[src/gorb_pkg.sv]
// constants, enumerations and carriers of the gyro register bank
`default_nettype none
package gorb_pkg;
	// register offsets
	localparam logic [5:0] ADDR_IDENTITY = 6'h00;
	localparam logic [5:0] ADDR_TEMP_LO  = 6'h01;
	localparam logic [5:0] ADDR_TEMP_HI  = 6'h02;
	localparam logic [5:0] ADDR_X_LO     = 6'h03;
	localparam logic [5:0] ADDR_X_HI     = 6'h04;
	localparam logic [5:0] ADDR_Y_LO     = 6'h05;
	localparam logic [5:0] ADDR_Y_HI     = 6'h06;
	localparam logic [5:0] ADDR_STATUS   = 6'h0a;
	localparam logic [5:0] ADDR_CTL1     = 6'h0b;
	localparam logic [5:0] ADDR_CTL2     = 6'h0c;
	localparam logic [5:0] ADDR_CTL3     = 6'h0d;
	// identity value, arbitrary
	localparam logic [7:0] IDENTITY_VALUE = 8'h5c;
	// control one fields
	localparam int C1_BOOT   = 7;
	localparam int C1_PULSE  = 6;
	localparam int C1_ORDER  = 5;
	localparam int C1_WIRE   = 4;
	localparam int C1_UPDATE = 3;
	localparam int C1_SWAP   = 2;
	// control two fields
	localparam int C2_XSIGN = 7;
	localparam int C2_YSIGN = 6;
	localparam int C2_LPLO  = 4;
	localparam int C2_HPCLR = 2;
	localparam int C2_SWRST = 1;
	localparam int C2_HPON  = 0;
	// control three fields
	localparam int C3_STPOL = 4;
	localparam int C3_STON  = 3;
	localparam int C3_POL   = 1;
	localparam int C3_LPTOP = 0;
	// reset values and storable bits
	localparam logic [7:0] CTL_RESET = 8'h00;
	localparam logic [7:0] C2_KEEP   = 8'hf1;
	localparam logic [7:0] C3_KEEP   = 8'h1b;
	// high-pass averaging shift
	localparam int HP_SHIFT = 6;
	// low-pass bandwidths in Hz
	localparam logic [10:0] LP_HZ_0 = 11'd290;
	localparam logic [10:0] LP_HZ_1 = 11'd210;
	localparam logic [10:0] LP_HZ_2 = 11'd160;
	localparam logic [10:0] LP_HZ_3 = 11'd450;
	localparam logic [10:0] LP_HZ_W = 11'd1150;

	typedef enum logic [1:0] {PWR_DOWN, PWR_SLEEP, PWR_NORMAL} gorb_power_t;
	typedef enum logic [1:0] {SPI_IDLE, SPI_HEADER, SPI_DATA} gorb_phase_t;

	typedef struct packed {
		logic csN;
		logic clk;
		logic sdiIn;
	} gorb_spi_in_t;

	typedef struct packed {
		logic sdoOut;
		logic sdoOe;
		logic sdiOut;
		logic sdiOe;
	} gorb_spi_out_t;

	typedef struct packed {
		logic        sampleValid;
		logic [15:0] rateX;
		logic [15:0] rateY;
		logic        tempValid;
		logic [11:0] temp;
	} gorb_sense_t;

	typedef struct packed {
		gorb_power_t powerMode;
		logic        bootPulse;
		logic        hpClear;
		logic        hpInsert;
		logic        softReset;
		logic [10:0] lowpassHz;
		logic        selftestOn;
		logic        selftestPolarity;
	} gorb_analog_t;
endpackage : gorb_pkg
`default_nettype wire

[src/gorb_register_bank.sv]
// register bank of the two-axis rate sensor, reached over its serial port
`timescale 1ns/1ps
`default_nettype none
module gorb_register_bank #(
	parameter logic [7:0] IDENTITY_P = gorb_pkg::IDENTITY_VALUE
) (
	// clock and reset
	input  wire logic                    core_clk,
	input  wire logic                    sys_rst,
	// serial register port
	input  wire gorb_pkg::gorb_spi_in_t  spiIn,
	output var  gorb_pkg::gorb_spi_out_t spiOut,
	// sensing chain
	input  wire gorb_pkg::gorb_sense_t   sense,
	output var  gorb_pkg::gorb_analog_t  analog,
	// data-ready pin
	output var  logic                    readyPin
);
	import gorb_pkg::*;

	typedef struct packed {
		// serial port state
		gorb_phase_t      phase;
		logic             sclPrev;
		logic [2:0]       bitCnt;
		logic             isRead;
		logic             autoInc;
		logic [5:0]       addr;
		logic [7:0]       rxShift;
		logic [7:0]       txShift;
		logic             sdoBit;
		// control registers
		logic [7:0]       ctl1;
		logic [7:0]       ctl2;
		logic [7:0]       ctl3;
		// sample path
		logic [1:0][15:0] shadow;
		logic [1:0][15:0] visible;
		logic [1:0][15:0] hpAvg;
		logic [11:0]      temp;
		// flags and read tracking
		logic [1:0]       newFlag;
		logic [1:0]       ovrFlag;
		logic             globalOvr;
		logic [1:0][1:0]  readMask;
		// one-cycle strobes
		logic             bootPulse;
		logic             hpClrPulse;
		logic             swRstPulse;
		logic             readyPulse;
	} gorb_state_t;

	gorb_state_t state_r;
	gorb_state_t state_nxt;

	// byte of a 16-bit output at the low or high address of its pair
	function automatic logic [7:0] pick_byte(input logic [15:0] w, input logic atHigh,
			input logic msbFirst);
		return (atHigh ^ msbFirst) ? w[15:8] : w[7:0];
	endfunction : pick_byte

	// power mode decode
	function automatic gorb_power_t power_of(input logic [1:0] f);
		case (f)
			2'b10:   return PWR_SLEEP;
			2'b11:   return PWR_NORMAL;
			default: return PWR_DOWN;
		endcase
	endfunction : power_of

	// bandwidth decode
	function automatic logic [10:0] lowpass_hz(input logic [2:0] sel);
		case (sel)
			3'b000:  return LP_HZ_0;
			3'b001:  return LP_HZ_1;
			3'b010:  return LP_HZ_2;
			3'b011:  return LP_HZ_3;
			default: return LP_HZ_W;
		endcase
	endfunction : lowpass_hz

	// register read mux
	function automatic logic [7:0] read_reg(input gorb_state_t s, input logic [5:0] a);
		logic order;
		order = s.ctl1[C1_ORDER];
		case (a)
			ADDR_IDENTITY: return IDENTITY_P;
			ADDR_TEMP_LO:  return pick_byte({s.temp, 4'h0}, 1'b0, order);
			ADDR_TEMP_HI:  return pick_byte({s.temp, 4'h0}, 1'b1, order);
			ADDR_X_LO:     return pick_byte(s.visible[1], 1'b0, order);
			ADDR_X_HI:     return pick_byte(s.visible[1], 1'b1, order);
			ADDR_Y_LO:     return pick_byte(s.visible[0], 1'b0, order);
			ADDR_Y_HI:     return pick_byte(s.visible[0], 1'b1, order);
			ADDR_STATUS:   return {s.globalOvr, s.ovrFlag, 1'b0, &s.newFlag,
				s.newFlag, 1'b0};
			ADDR_CTL1:     return s.ctl1;
			ADDR_CTL2:     return s.ctl2;
			ADDR_CTL3:     return s.ctl3;
			default:       return 8'h00;
		endcase
	endfunction : read_reg

	always_comb begin
		logic             selected;
		logic             sclRise;
		logic             sclFall;
		logic [7:0]       rxNext;
		logic [7:0]       rdData;
		logic             rdAccess;
		logic             wrAccess;
		logic [5:0]       accAddr;
		logic [1:0][15:0] mapped;
		logic [15:0]      diff;
		logic [15:0]      path;
		logic             slotX;
		logic [1:0]       slotHit;
		selected = 1'b0;
		sclRise  = 1'b0;
		sclFall  = 1'b0;
		rxNext   = 8'h00;
		rdData   = 8'h00;
		rdAccess = 1'b0;
		wrAccess = 1'b0;
		accAddr  = state_r.addr;
		mapped   = '0;
		diff     = 16'h0000;
		path     = 16'h0000;
		slotX    = 1'b0;
		slotHit  = 2'b00;

		state_nxt            = state_r;
		state_nxt.bootPulse  = 1'b0;
		state_nxt.hpClrPulse = 1'b0;
		state_nxt.swRstPulse = 1'b0;
		state_nxt.readyPulse = 1'b0;

		// serial port: capture on rising clock, drive on falling clock
		selected          = !spiIn.csN;
		sclRise           = selected && spiIn.clk && !state_r.sclPrev;
		sclFall           = selected && !spiIn.clk && state_r.sclPrev;
		state_nxt.sclPrev = spiIn.clk;
		rxNext            = {state_r.rxShift[6:0], spiIn.sdiIn};
		if (!selected) begin
			state_nxt.phase  = SPI_IDLE;
			state_nxt.bitCnt = 3'd0;
			state_nxt.sdoBit = 1'b0;
		end else begin
			case (state_r.phase)
				SPI_IDLE: begin
					state_nxt.phase  = SPI_HEADER;
					state_nxt.bitCnt = 3'd0;
				end
				SPI_HEADER: begin
					if (sclRise) begin
						state_nxt.rxShift = rxNext;
						state_nxt.bitCnt  = 3'(state_r.bitCnt + 3'd1);
						if (state_r.bitCnt == 3'd7) begin
							state_nxt.isRead  = rxNext[7];
							state_nxt.autoInc = rxNext[6];
							state_nxt.addr    = rxNext[5:0];
							state_nxt.phase   = SPI_DATA;
						end
					end
				end
				SPI_DATA: begin
					if (sclFall && state_r.isRead) begin
						if (state_r.bitCnt == 3'd0) begin
							rdAccess          = 1'b1;
							rdData            = read_reg(state_r, state_r.addr);
							state_nxt.sdoBit  = rdData[7];
							state_nxt.txShift = {rdData[6:0], 1'b0};
							if (state_r.autoInc) begin
								state_nxt.addr = 6'(state_r.addr + 6'd1);
							end
						end else begin
							state_nxt.sdoBit  = state_r.txShift[7];
							state_nxt.txShift = {state_r.txShift[6:0], 1'b0};
						end
					end
					if (sclRise) begin
						state_nxt.rxShift = rxNext;
						state_nxt.bitCnt  = 3'(state_r.bitCnt + 3'd1);
						if (state_r.bitCnt == 3'd7 && !state_r.isRead) begin
							wrAccess = 1'b1;
							if (state_r.autoInc) begin
								state_nxt.addr = 6'(state_r.addr + 6'd1);
							end
						end
					end
				end
				default: state_nxt.phase = SPI_IDLE;
			endcase
		end

		// reboot served once the oscillator runs
		if (state_r.ctl1[C1_BOOT] && power_of(state_r.ctl1[1:0]) != PWR_DOWN) begin
			state_nxt.bootPulse     = 1'b1;
			state_nxt.ctl1[C1_BOOT] = 1'b0;
		end

		// register writes
		if (wrAccess) begin
			case (accAddr)
				ADDR_CTL1: state_nxt.ctl1 = rxNext;
				ADDR_CTL2: begin
					state_nxt.ctl2       = rxNext & C2_KEEP;
					state_nxt.hpClrPulse = rxNext[C2_HPCLR];
					state_nxt.swRstPulse = rxNext[C2_SWRST];
				end
				ADDR_CTL3: state_nxt.ctl3 = rxNext & C3_KEEP;
				default: state_nxt.ctl1 = state_nxt.ctl1;
			endcase
		end

		// read side effects, before new events so that a set wins
		if (rdAccess) begin
			if (accAddr == ADDR_STATUS) begin
				state_nxt.ovrFlag   = 2'b00;
				state_nxt.globalOvr = 1'b0;
			end
			if (accAddr >= ADDR_X_LO && accAddr <= ADDR_Y_HI) begin
				slotX   = (accAddr <= ADDR_X_HI);
				slotHit = (accAddr == ADDR_X_HI || accAddr == ADDR_Y_HI) ? 2'b10 : 2'b01;
				if ((state_r.readMask[slotX] | slotHit) == 2'b11) begin
					state_nxt.readMask[slotX] = 2'b00;
					state_nxt.newFlag[slotX]  = 1'b0;
				end else begin
					state_nxt.readMask[slotX] = state_r.readMask[slotX] | slotHit;
				end
			end
		end

		// sample path: swap, high-pass, sign
		mapped[1] = state_r.ctl1[C1_SWAP] ? sense.rateY : sense.rateX;
		mapped[0] = state_r.ctl1[C1_SWAP] ? sense.rateX : sense.rateY;
		for (int i = 0; i < 2; i++) begin
			diff = 16'(mapped[i] - state_r.hpAvg[i]);
			path = state_r.ctl2[C2_HPON] ? diff : mapped[i];
			if (state_r.ctl2[C2_XSIGN - 1 + i]) begin
				path = 16'(-path);
			end
			if (state_r.hpClrPulse || !state_r.ctl2[C2_HPON]) begin
				state_nxt.hpAvg[i] = 16'h0000;
			end else if (sense.sampleValid) begin
				state_nxt.hpAvg[i] = 16'(state_r.hpAvg[i] + 16'($signed(diff) >>> HP_SHIFT));
			end
			if (sense.sampleValid) begin
				state_nxt.shadow[i]  = path;
				state_nxt.newFlag[i] = 1'b1;
				if (state_r.newFlag[i]) begin
					state_nxt.ovrFlag[i] = 1'b1;
				end
			end
			if (state_r.ctl1[C1_UPDATE] || state_nxt.readMask[i] == 2'b00) begin
				state_nxt.visible[i] = state_nxt.shadow[i];
			end
		end
		if (sense.sampleValid) begin
			state_nxt.readyPulse = 1'b1;
			if (&state_r.newFlag) begin
				state_nxt.globalOvr = 1'b1;
			end
		end

		// temperature capture
		if (sense.tempValid) begin
			state_nxt.temp = sense.temp;
		end

		// soft reset of configuration and flags
		if (state_r.swRstPulse) begin
			state_nxt.ctl1      = CTL_RESET;
			state_nxt.ctl2      = CTL_RESET;
			state_nxt.ctl3      = CTL_RESET;
			state_nxt.newFlag   = 2'b00;
			state_nxt.ovrFlag   = 2'b00;
			state_nxt.globalOvr = 1'b0;
			state_nxt.readMask  = '0;
			state_nxt.hpAvg     = '0;
		end
	end

	// state register
	always_ff @(posedge core_clk) begin
		if (sys_rst) begin
			state_r <= '0;
		end else begin
			state_r <= state_nxt;
		end
	end

	// pins and sensing-chain controls
	always_comb begin
		logic driving;
		logic readyLevel;
		driving    = !spiIn.csN && state_r.phase == SPI_DATA && state_r.isRead;
		// data-ready level and pin
		readyLevel = state_r.ctl1[C1_PULSE] ? state_r.readyPulse : &state_r.newFlag;
		readyPin   = readyLevel ^ state_r.ctl3[C3_POL];

		// data line drive
		spiOut.sdoOut = state_r.sdoBit;
		spiOut.sdoOe  = driving && !state_r.ctl1[C1_WIRE];
		spiOut.sdiOut = state_r.sdoBit;
		spiOut.sdiOe  = driving && state_r.ctl1[C1_WIRE];

		// sensing-chain controls
		analog.powerMode        = power_of(state_r.ctl1[1:0]);
		analog.bootPulse        = state_r.bootPulse;
		analog.hpClear          = state_r.hpClrPulse;
		analog.hpInsert         = state_r.ctl2[C2_HPON];
		analog.softReset        = state_r.swRstPulse;
		analog.lowpassHz        = lowpass_hz({state_r.ctl3[C3_LPTOP],
			state_r.ctl2[C2_LPLO +: 2]});
		analog.selftestOn       = state_r.ctl3[C3_STON];
		analog.selftestPolarity = state_r.ctl3[C3_STPOL];
	end
endmodule : gorb_register_bank
`default_nettype wire

[config.mk]
export PLATFORM = sky130hd
export DESIGN_NAME = gorb_register_bank
export DESIGN_NICKNAME = d
export VERILOG_FILES = /design/src/gorb_pkg.sv /design/src/gorb_register_bank.sv
export SDC_FILE = /design/constraint.sdc
export NUM_CORES = 1
export LEC_CHECK = 0
export ABC_CLOCK_PERIOD_IN_PS = 9600
export BUFFER_PORTS_ARGS = -buffer_cell sky130_fd_sc_hd__buf_2
export CORE_MARGIN = 2
export CORE_UTILIZATION = 45
export CTS_BUF_LIST = sky130_fd_sc_hd__clkbuf_16
export DETAILED_ROUTE_END_ITERATION = 16
export HOLD_SLACK_MARGIN = 0.08
export PLACE_DENSITY = 0.7
export SLEW_MARGIN = 10
export SYNTH_ARGS = -nofsm -noshare
export SYNTH_HDL_FRONTEND = slang
export SYNTH_SLANG_ARGS = --single-unit
[constraint.sdc]
create_clock -name core_clk -period 9.6 [get_ports core_clk]
set_clock_uncertainty 0.2 [all_clocks]
set_input_delay 1.92 -clock core_clk [delete_from_list [all_inputs] [get_ports core_clk]]
set_output_delay 1.92 -clock core_clk [all_outputs]
set_load 0.005 [all_outputs]
==> metrics.txt, run 1 <==
clock root cell clkbuf_16; Critical Path Source Type input port; cells after synthesis 1514; pwr/cell area 128.5 nW/um^2; CTS tree yes; count of cells resized by post-cts repair 0; Post-CTS Setup Inserts 0; Final Critical Period 6.418 ns; WL/cell 17.25 um; CTS Buffer Depth 2; most frequent cells in the layout 216 x nor2_1, 165 x dfxtp_1, 91 x a21oi_1, 90 x nand2_1, 83 x mux2i_1; Netlist Area Pre-Place 12160 um^2; final-layout fill cell count 2575; HPWL after DPL 23960 um; Most used DFF post-synth dfxtp_1; hold path startpoint state_r[150]; WL final 32430 um; Reg clk slew, reported paths 0.07 ns; multi-input logic area 8088 um^2; Hold Path Sink state_r[150]; P&R area growth vs syn 8.058%; CTS H-tree depth 4; Final nets 1658; Post-DRT Antenna Nets 0; status completed; DRC Markers 0; initial core utilization 45.49%; Avg Inst Size Synth 8.030 um^2; Yosys reg bits 167; Sink Count 167; Hold Path Stages 2; # setup viols final 0; final non-filler cell area 13140 um^2; Initial DRT Pass Iterations 8; post-placement cell count 1848; grt ovf 0; Post-synth EDFFs 0; Synth Warn # 0; drt initial violations 991; Setup TNS 0 ns; die span in x 168.4 um; most common cell after layout, fill and taps aside nor2_1; launching point of the worst reg2reg path state_r[139]; CP max FO 8; kind of critical path in2reg; VDD IR max 103.5 uV; Core ar. 26730 um^2; Final Max Tran Viols 0; DP Area 12560 um^2; R2R Setup Slk 3.67 ns; drt via density 5.887; Util after Layout 49.16%; fraction of registers with async set/reset 0%; port buffer count 72; diode count 0; worst min path class reg2reg; Finished Layout Cells 1880; fmax 155.8 MHz; # hold bufs at CTS 0; r2r worst-path depth 20; Unique masters post-synth 96; total track usage 22.60%; I/O pins 75; share of post-route cells with drive strength above 1 11.89%; final hold viol count 0; worst rel slew slack 15.18%; leakage 5.406 nW; GPL Wtd Cong 0.9271; largest net degree at the start of global routing 95; Worst-Margin Slew 1.261 ns; RR Endpoint state_r[40]; max-cap viol count 0; CP Capture Type register; Clock Latency Late Sink 0.44 ns; CP arrival 6.58 ns; period utilization 66.86%; Core Rows 60; initial antenna violation count 0; RSZ-0062 raised after global routing no; Req. time, crit path 9.76 ns; via count 11.07k; Die Span Y 168.4 um; die area 28350 um^2; CTS Buf Count 17; sequential area share after synthesis 27.50%; FF+latch area 3346 um^2; number of global-route vias before repair 10.09k; first-pass GRT wire length 51940 um
[kinds of logic (layout without fill, tap and decap cells)]
family | count (synthesis) | count (layout) | synth area share (%)
and+or+nand+nor | 538 | 538 | 21.18
AOI/OAI and AO/OA | 380 | 380 | 21.67
DFF | 167 | 167 | 27.50
buffers and inverters | 160 | 184 | 6.010
muxes | 116 | 116 | 9.911
adders and majority gates | 81 | 81 | 8.583
xor gates and xnor gates | 71 | 71 | 5.115
other | 1 | 2 | 0.03084
[Yosys cell counts (all sizes together) (7+ instances only)]
cell type	n	area, um^2
nor2	216	810.8
dfxtp	167	3343
a21oi	91	455.4
nand2	90	337.8
mux2i	84	844.6
ha	77	963.4
inv	71	274.0
o21ai	67	335.3
clkbuf	52	209.0
a211oi	48	360.4
nor3	46	230.2
nand3	44	220.2
xnor2	41	359.1
buf	37	247.7
mux2	32	360.4
xor2	30	262.8
a21o	22	166.4
nor2b	21	133.9
a22oi	19	142.6
a31oi	18	118.9
and2	16	100.1
and3	16	105.1
nand2b	15	93.84
or2	15	93.84
or3	11	78.82
a222oi	10	100.1
nand4	9	56.30
nor3b	9	67.56
nor4	8	50.05
a311oi	7	67.56
o211ai	7	52.55
o31a	7	72.57
[state kept, by name, summed over array words and instances, names as in the netlist]
signal,flops
state_r,160
spiOut,1
analog,6
[stage by stage]
| step | hold slack, ns | worst slack [ns] | power, mW |
|---|---|---|---|
| after CTS | 0.2611 | 3.253 | 1.694 |
| after global routing | 0.2855 | 2.637 | 1.756 |
| after detailed placement | 0.2510 | 2.831 | 1.019 |
| after global placement | 0.2434 | 2.939 | 1.014 |
| after floorplan | 0.2315 | 3.437 | 0.9495 |
| final | 0.2623 | 3.182 | 1.689 |
[final cells by class]
cell class | count | area share, %
clock buffer | 17 | 3.238
clock inverter | 15 | 1.124
inverter | 71 | 2.086
multi-input combinational | 1188 | 61.56
sequential | 167 | 25.47
tap | 341 | 3.248
timing repair buffer | 81 | 3.276
[worst max path at each step]
stage                    from     endpoint  slack, ns  cells past startpoint
CTS                 sense[39]  state_r[40]       3.25                     21
detailed placement  sense[39]  state_r[40]       2.83                     21
global route        sense[39]  state_r[40]       2.64                     21
global placement    sense[29]  state_r[40]       2.94                     22
finish              sense[39]  state_r[40]       3.18                     21
floorplan           sense[39]  state_r[40]       3.44                     21
[report_power, final]
| group | internal [mW] | leakage, nW | switching, mW | total (mW) |
|---|---|---|---|---|
| Combinational | 0.110 | 3.77 | 0.167 | 0.277 |
| Clock | 0.364 | 0.273 | 0.316 | 0.680 |
| Sequential | 0.715 | 1.36 | 0.0167 | 0.732 |
[routing by layer]
| metal | share of wire, % | vias up | GRT usage [%] |
|---|---|---|---|
| met5 | 0 | - | 0 |
| met4 | 2.8 | 0 | 7.609 |
| met3 | 5.2 | 59 | 3.667 |
| met2 | 45 | 315 | 36.64 |
| met1 | 47 | 5192 | 30.60 |
| li1 | - | 5501 | - |
[critical path, stage by stage]
cell and delay, ns:
buf_2 0.10, mux2i_1 0.26, inv_1 0.08, ha_1 0.42, a21oi_1 0.12, o21ai_0 0.48, o21ai_0 0.24, o21ai_0 0.16
a21oi_1 0.12, xnor2_1 0.26, inv_1 0.18, ha_1 0.39, and3_1 0.19, a21oi_1 0.10, o21ai_0 0.14, or4_1 0.45
a31o_2 0.25, a21oi_1 0.17, xnor2_1 0.09, or3_1 0.31, a21oi_1 0.13
Power figures use the tool's default switching activity.
==> run 2, diff against run 1 <==
--- a/config.mk
+++ b/config.mk
@@ -5,7 +5,7 @@
 export SDC_FILE = /design/constraint.sdc
 export NUM_CORES = 1
 export LEC_CHECK = 0
-export ABC_CLOCK_PERIOD_IN_PS = 9600
+export ABC_CLOCK_PERIOD_IN_PS = 6600
 export BUFFER_PORTS_ARGS = -buffer_cell sky130_fd_sc_hd__buf_2
 export CORE_MARGIN = 2
 export CORE_UTILIZATION = 45
==> constraint.sdc (replaced) <==
create_clock -name core_clk -period 6.6 [get_ports core_clk]
set_clock_uncertainty 0.2 [all_clocks]
set_input_delay 1.32 -clock core_clk [delete_from_list [all_inputs] [get_ports core_clk]]
set_output_delay 1.32 -clock core_clk [all_outputs]
set_load 0.005 [all_outputs]
==> run 2 against run 1 <==
Effect of this change: count of clock-buffer cells in the layout did not move; via count hardly changed; critical path type is now reg2reg; register-to-register slack got worse by 3.1 ns; design area is 0.14% lower; wire length up 0.83%; clock power grew 44%; core utilization is 0.070 points lower; flip-flop and latch count did not move; power increased by 45%; worst setup slack lost 2.6 ns; non-clock buffer count unchanged.
==> metrics.txt, run 2 (synthesis gave the netlist of run 1 again) <==
status completed; largest delay contributor family on the critical path compound AO/OA/AOI/OAI gates; die span in x 168.4 um (unchanged); worst rel slew slack 23.02% (+7.8 points); DRC Markers 0 (unchanged); DP Area 12560 um^2 (unchanged); Worst-Margin Slew 1.144 ns (-0.1165 ns); Final nets 1658 (unchanged); largest net degree at the start of global routing 94 (-1.1%); grt ovf 0 (unchanged); total track usage 22.86% (+0.26 points); Fin Hold WS 0.2613 ns (-0.001027 ns); clock share of power 40.1% (-0.2 points); # setup viols final 0 (unchanged); final hold viol count 0 (unchanged); most frequent cell on the critical path a21oi_1; Worst path max stage delay 0.94 ns (+0.46 ns); port buffer count 72 (unchanged); Util after Layout 49.09% (-0.070 points); FF+latch area 3346 um^2 (unchanged); clock root cell clkbuf_16; Int Power 1.754 mW (+48%); die area 28350 um^2 (unchanged); HPWL after DPL 24150 um (+0.76%); most common cell after layout, fill and taps aside nor2_1; CTS H-tree depth 4 (unchanged); CTS Buffer Depth 2 (unchanged); Core Rows 60 (unchanged); max-cap viol count 0 (unchanged); multi-input logic area 8088 um^2 (unchanged); CP Capture Type register; Pwr Total 2.451 mW (+45%); Sink Count 167 (unchanged); max reg flops 160 (unchanged); # hold bufs at CTS 0 (unchanged); CP max-delay cell dfxtp_2; CP Cell Sequence mux2i_1 > inv_1 > ha_1 > a21oi_1 > o21ai_0 > o21ai_0 > o21ai_0 > a21oi_1 > xnor2_1 > inv_1 > ha_1 > and3_1 > a21oi_1 > o21ai_0 > or4_1 > a31o_2 > a21oi_1 > xnor2_1 > or3_1 > a21oi_1; final non-filler cell area 13120 um^2 (-0.14%); Flop pwr share 43.5% (about the same); CP arrival 6.17 ns (-0.41 ns); Critical Path Source Type register; Final Critical Period 6.014 ns; Die Span Y 168.4 um (unchanged); period utilization 91.12%; WL met2 14920 um (+1.9%); diode count 0 (unchanged); R2R Setup Slk 0.59 ns (-3.08 ns); Clock Latency Late Sink 0.43 ns (about the same); CP max FO 38 (+30); final-layout fill cell count 2592 (+0.66%); Met3 Routed Length 1620 um (-3.6%); Final Max Tran Viols 0 (unchanged); fmax 166.3 MHz; RR Endpoint state_r[40]; most frequent cells in the layout 216 x nor2_1, 165 x dfxtp_1, 91 x a21oi_1, 90 x nand2_1, 83 x mux2i_1; count of cells resized by post-cts repair 0 (unchanged); leakage 5.416 nW (+0.18%); I/O pins 75 (unchanged); Hold Path Stages 2 (unchanged); pwr/cell area 186.9 nW/um^2 (+45%); initial core utilization 45.49% (unchanged); worst min path class reg2reg; Setup TNS 0 ns (unchanged); Req. time, crit path 6.76 ns (-3.00 ns); Reg clk slew, reported paths 0.07 ns (about the same); Comb power frac 16.5% (about the same); Initial DRT Pass Iterations 8 (unchanged); CTS Buf Count 17 (unchanged); first-pass GRT wire length 52560 um (+1.2%); Net Switching 0.6975 mW (+40%); Core ar. 26730 um^2 (unchanged); launching point of the worst reg2reg path state_r[139]; drt via density 5.890 (about the same); Top Layer Used met4; initial antenna violation count 0 (unchanged); r2r worst-path depth 20 (unchanged); CTS tree yes; kind of critical path reg2reg; RSZ-0062 raised after global routing no; number of global-route vias before repair 10.23k (+1.4%); WL/cell 17.42 um (+0.99%); Met1 Wirelength 15390 um (+1.3%); Hold Path Sink state_r[168]; Post-CTS Setup Inserts 0 (unchanged); GPL Wtd Cong 0.9586 (+3.4%); Buffers & Inverters on Critical Path 2 (-1); WL final 32700 um (+0.83%); Biggest register state_r; share of post-route cells with drive strength above 1 11.72% (-0.17 points); drt initial violations 906 (-8.6%); P&R area growth vs syn 7.903%; VDD IR max 167.3 uV (+62%); via count 11.06k (-0.099%); hold path startpoint state_r[168]; Post-DRT Antenna Nets 0 (unchanged); switching share of power 28.45% (-1.1 points)
run 2: changes by cell type in the layout (fill, tap and decap cells not counted), sizes merged:
cell,delta
bufinv,+1
clkinv,+3
clkinvlp,-5
inv,-2
run 2: cell type report:
class	instances	share of cell area [%]
Tap cell	341	3.252
Inverter	71	2.089
Clock buffer	17	3.243
Timing Repair Buffer	81	3.281
Multi-Input combinational cell	1188	61.65
Clock inverter	12	0.9824
Sequential cell	167	25.50
run 2: per-stage QoR:
stage,setup slack [ns],std cells
after floorplan,0.9316,1515
after global placement,0.5008,1848
after detailed placement,0.4088,1848
after CTS,0.7056,1877
after global routing,0.08059,1877
final,0.5861,1877
run 2: worst max path at each step:
stage / from / endpoint / depth (start not counted) / slack (ns)
3_5_place_dp: sense[39] / state_r[40] / 21 / 0.41
4_1_cts: state_r[139] / state_r[40] / 20 / 0.71
5_1_grt: state_r[139] / state_r[40] / 20 / 0.08
2_1_floorplan: state_r[139] / state_r[40] / 24 / 0.93
3_3_place_gp: sense[39] / state_r[40] / 21 / 0.50
6_report: state_r[139] / state_r[40] / 20 / 0.59
run 2: worst register-to-register path: cells and delay by family (launching register included):
| family | cells | cell delay, ns |
|---|---|---|
| compound gates | 10 | 1.94 |
| simple gates | 3 | 0.95 |
| flops | 1 | 0.94 |
| fa+ha+maj | 2 | 0.82 |
| mux | 1 | 0.46 |
| xor+xnor | 2 | 0.37 |
| buf+inv | 2 | 0.27 |
run 2: power groups by stage:
stage          clock network [mW]  logic (mW)  registers (mW)
5_1_grt                      1.04       0.448            1.07
6_report                    0.982       0.404            1.07
3_3_place_gp                    0       0.390            1.09
3_5_place_dp                    0       0.397            1.09
2_1_floorplan                   0       0.306            1.08
4_1_cts                      1.00       0.400            1.06
run 2: per-layer routing:
| metal | GRT usage [%] | vias up |
|---|---|---|
| li1 | - | 5505 |
| met5 | 0 | - |
| met3 | 3.456 | 44 |
| met1 | 31.56 | 5206 |
| met4 | 6.972 | 0 |
| met2 | 36.84 | 301 |
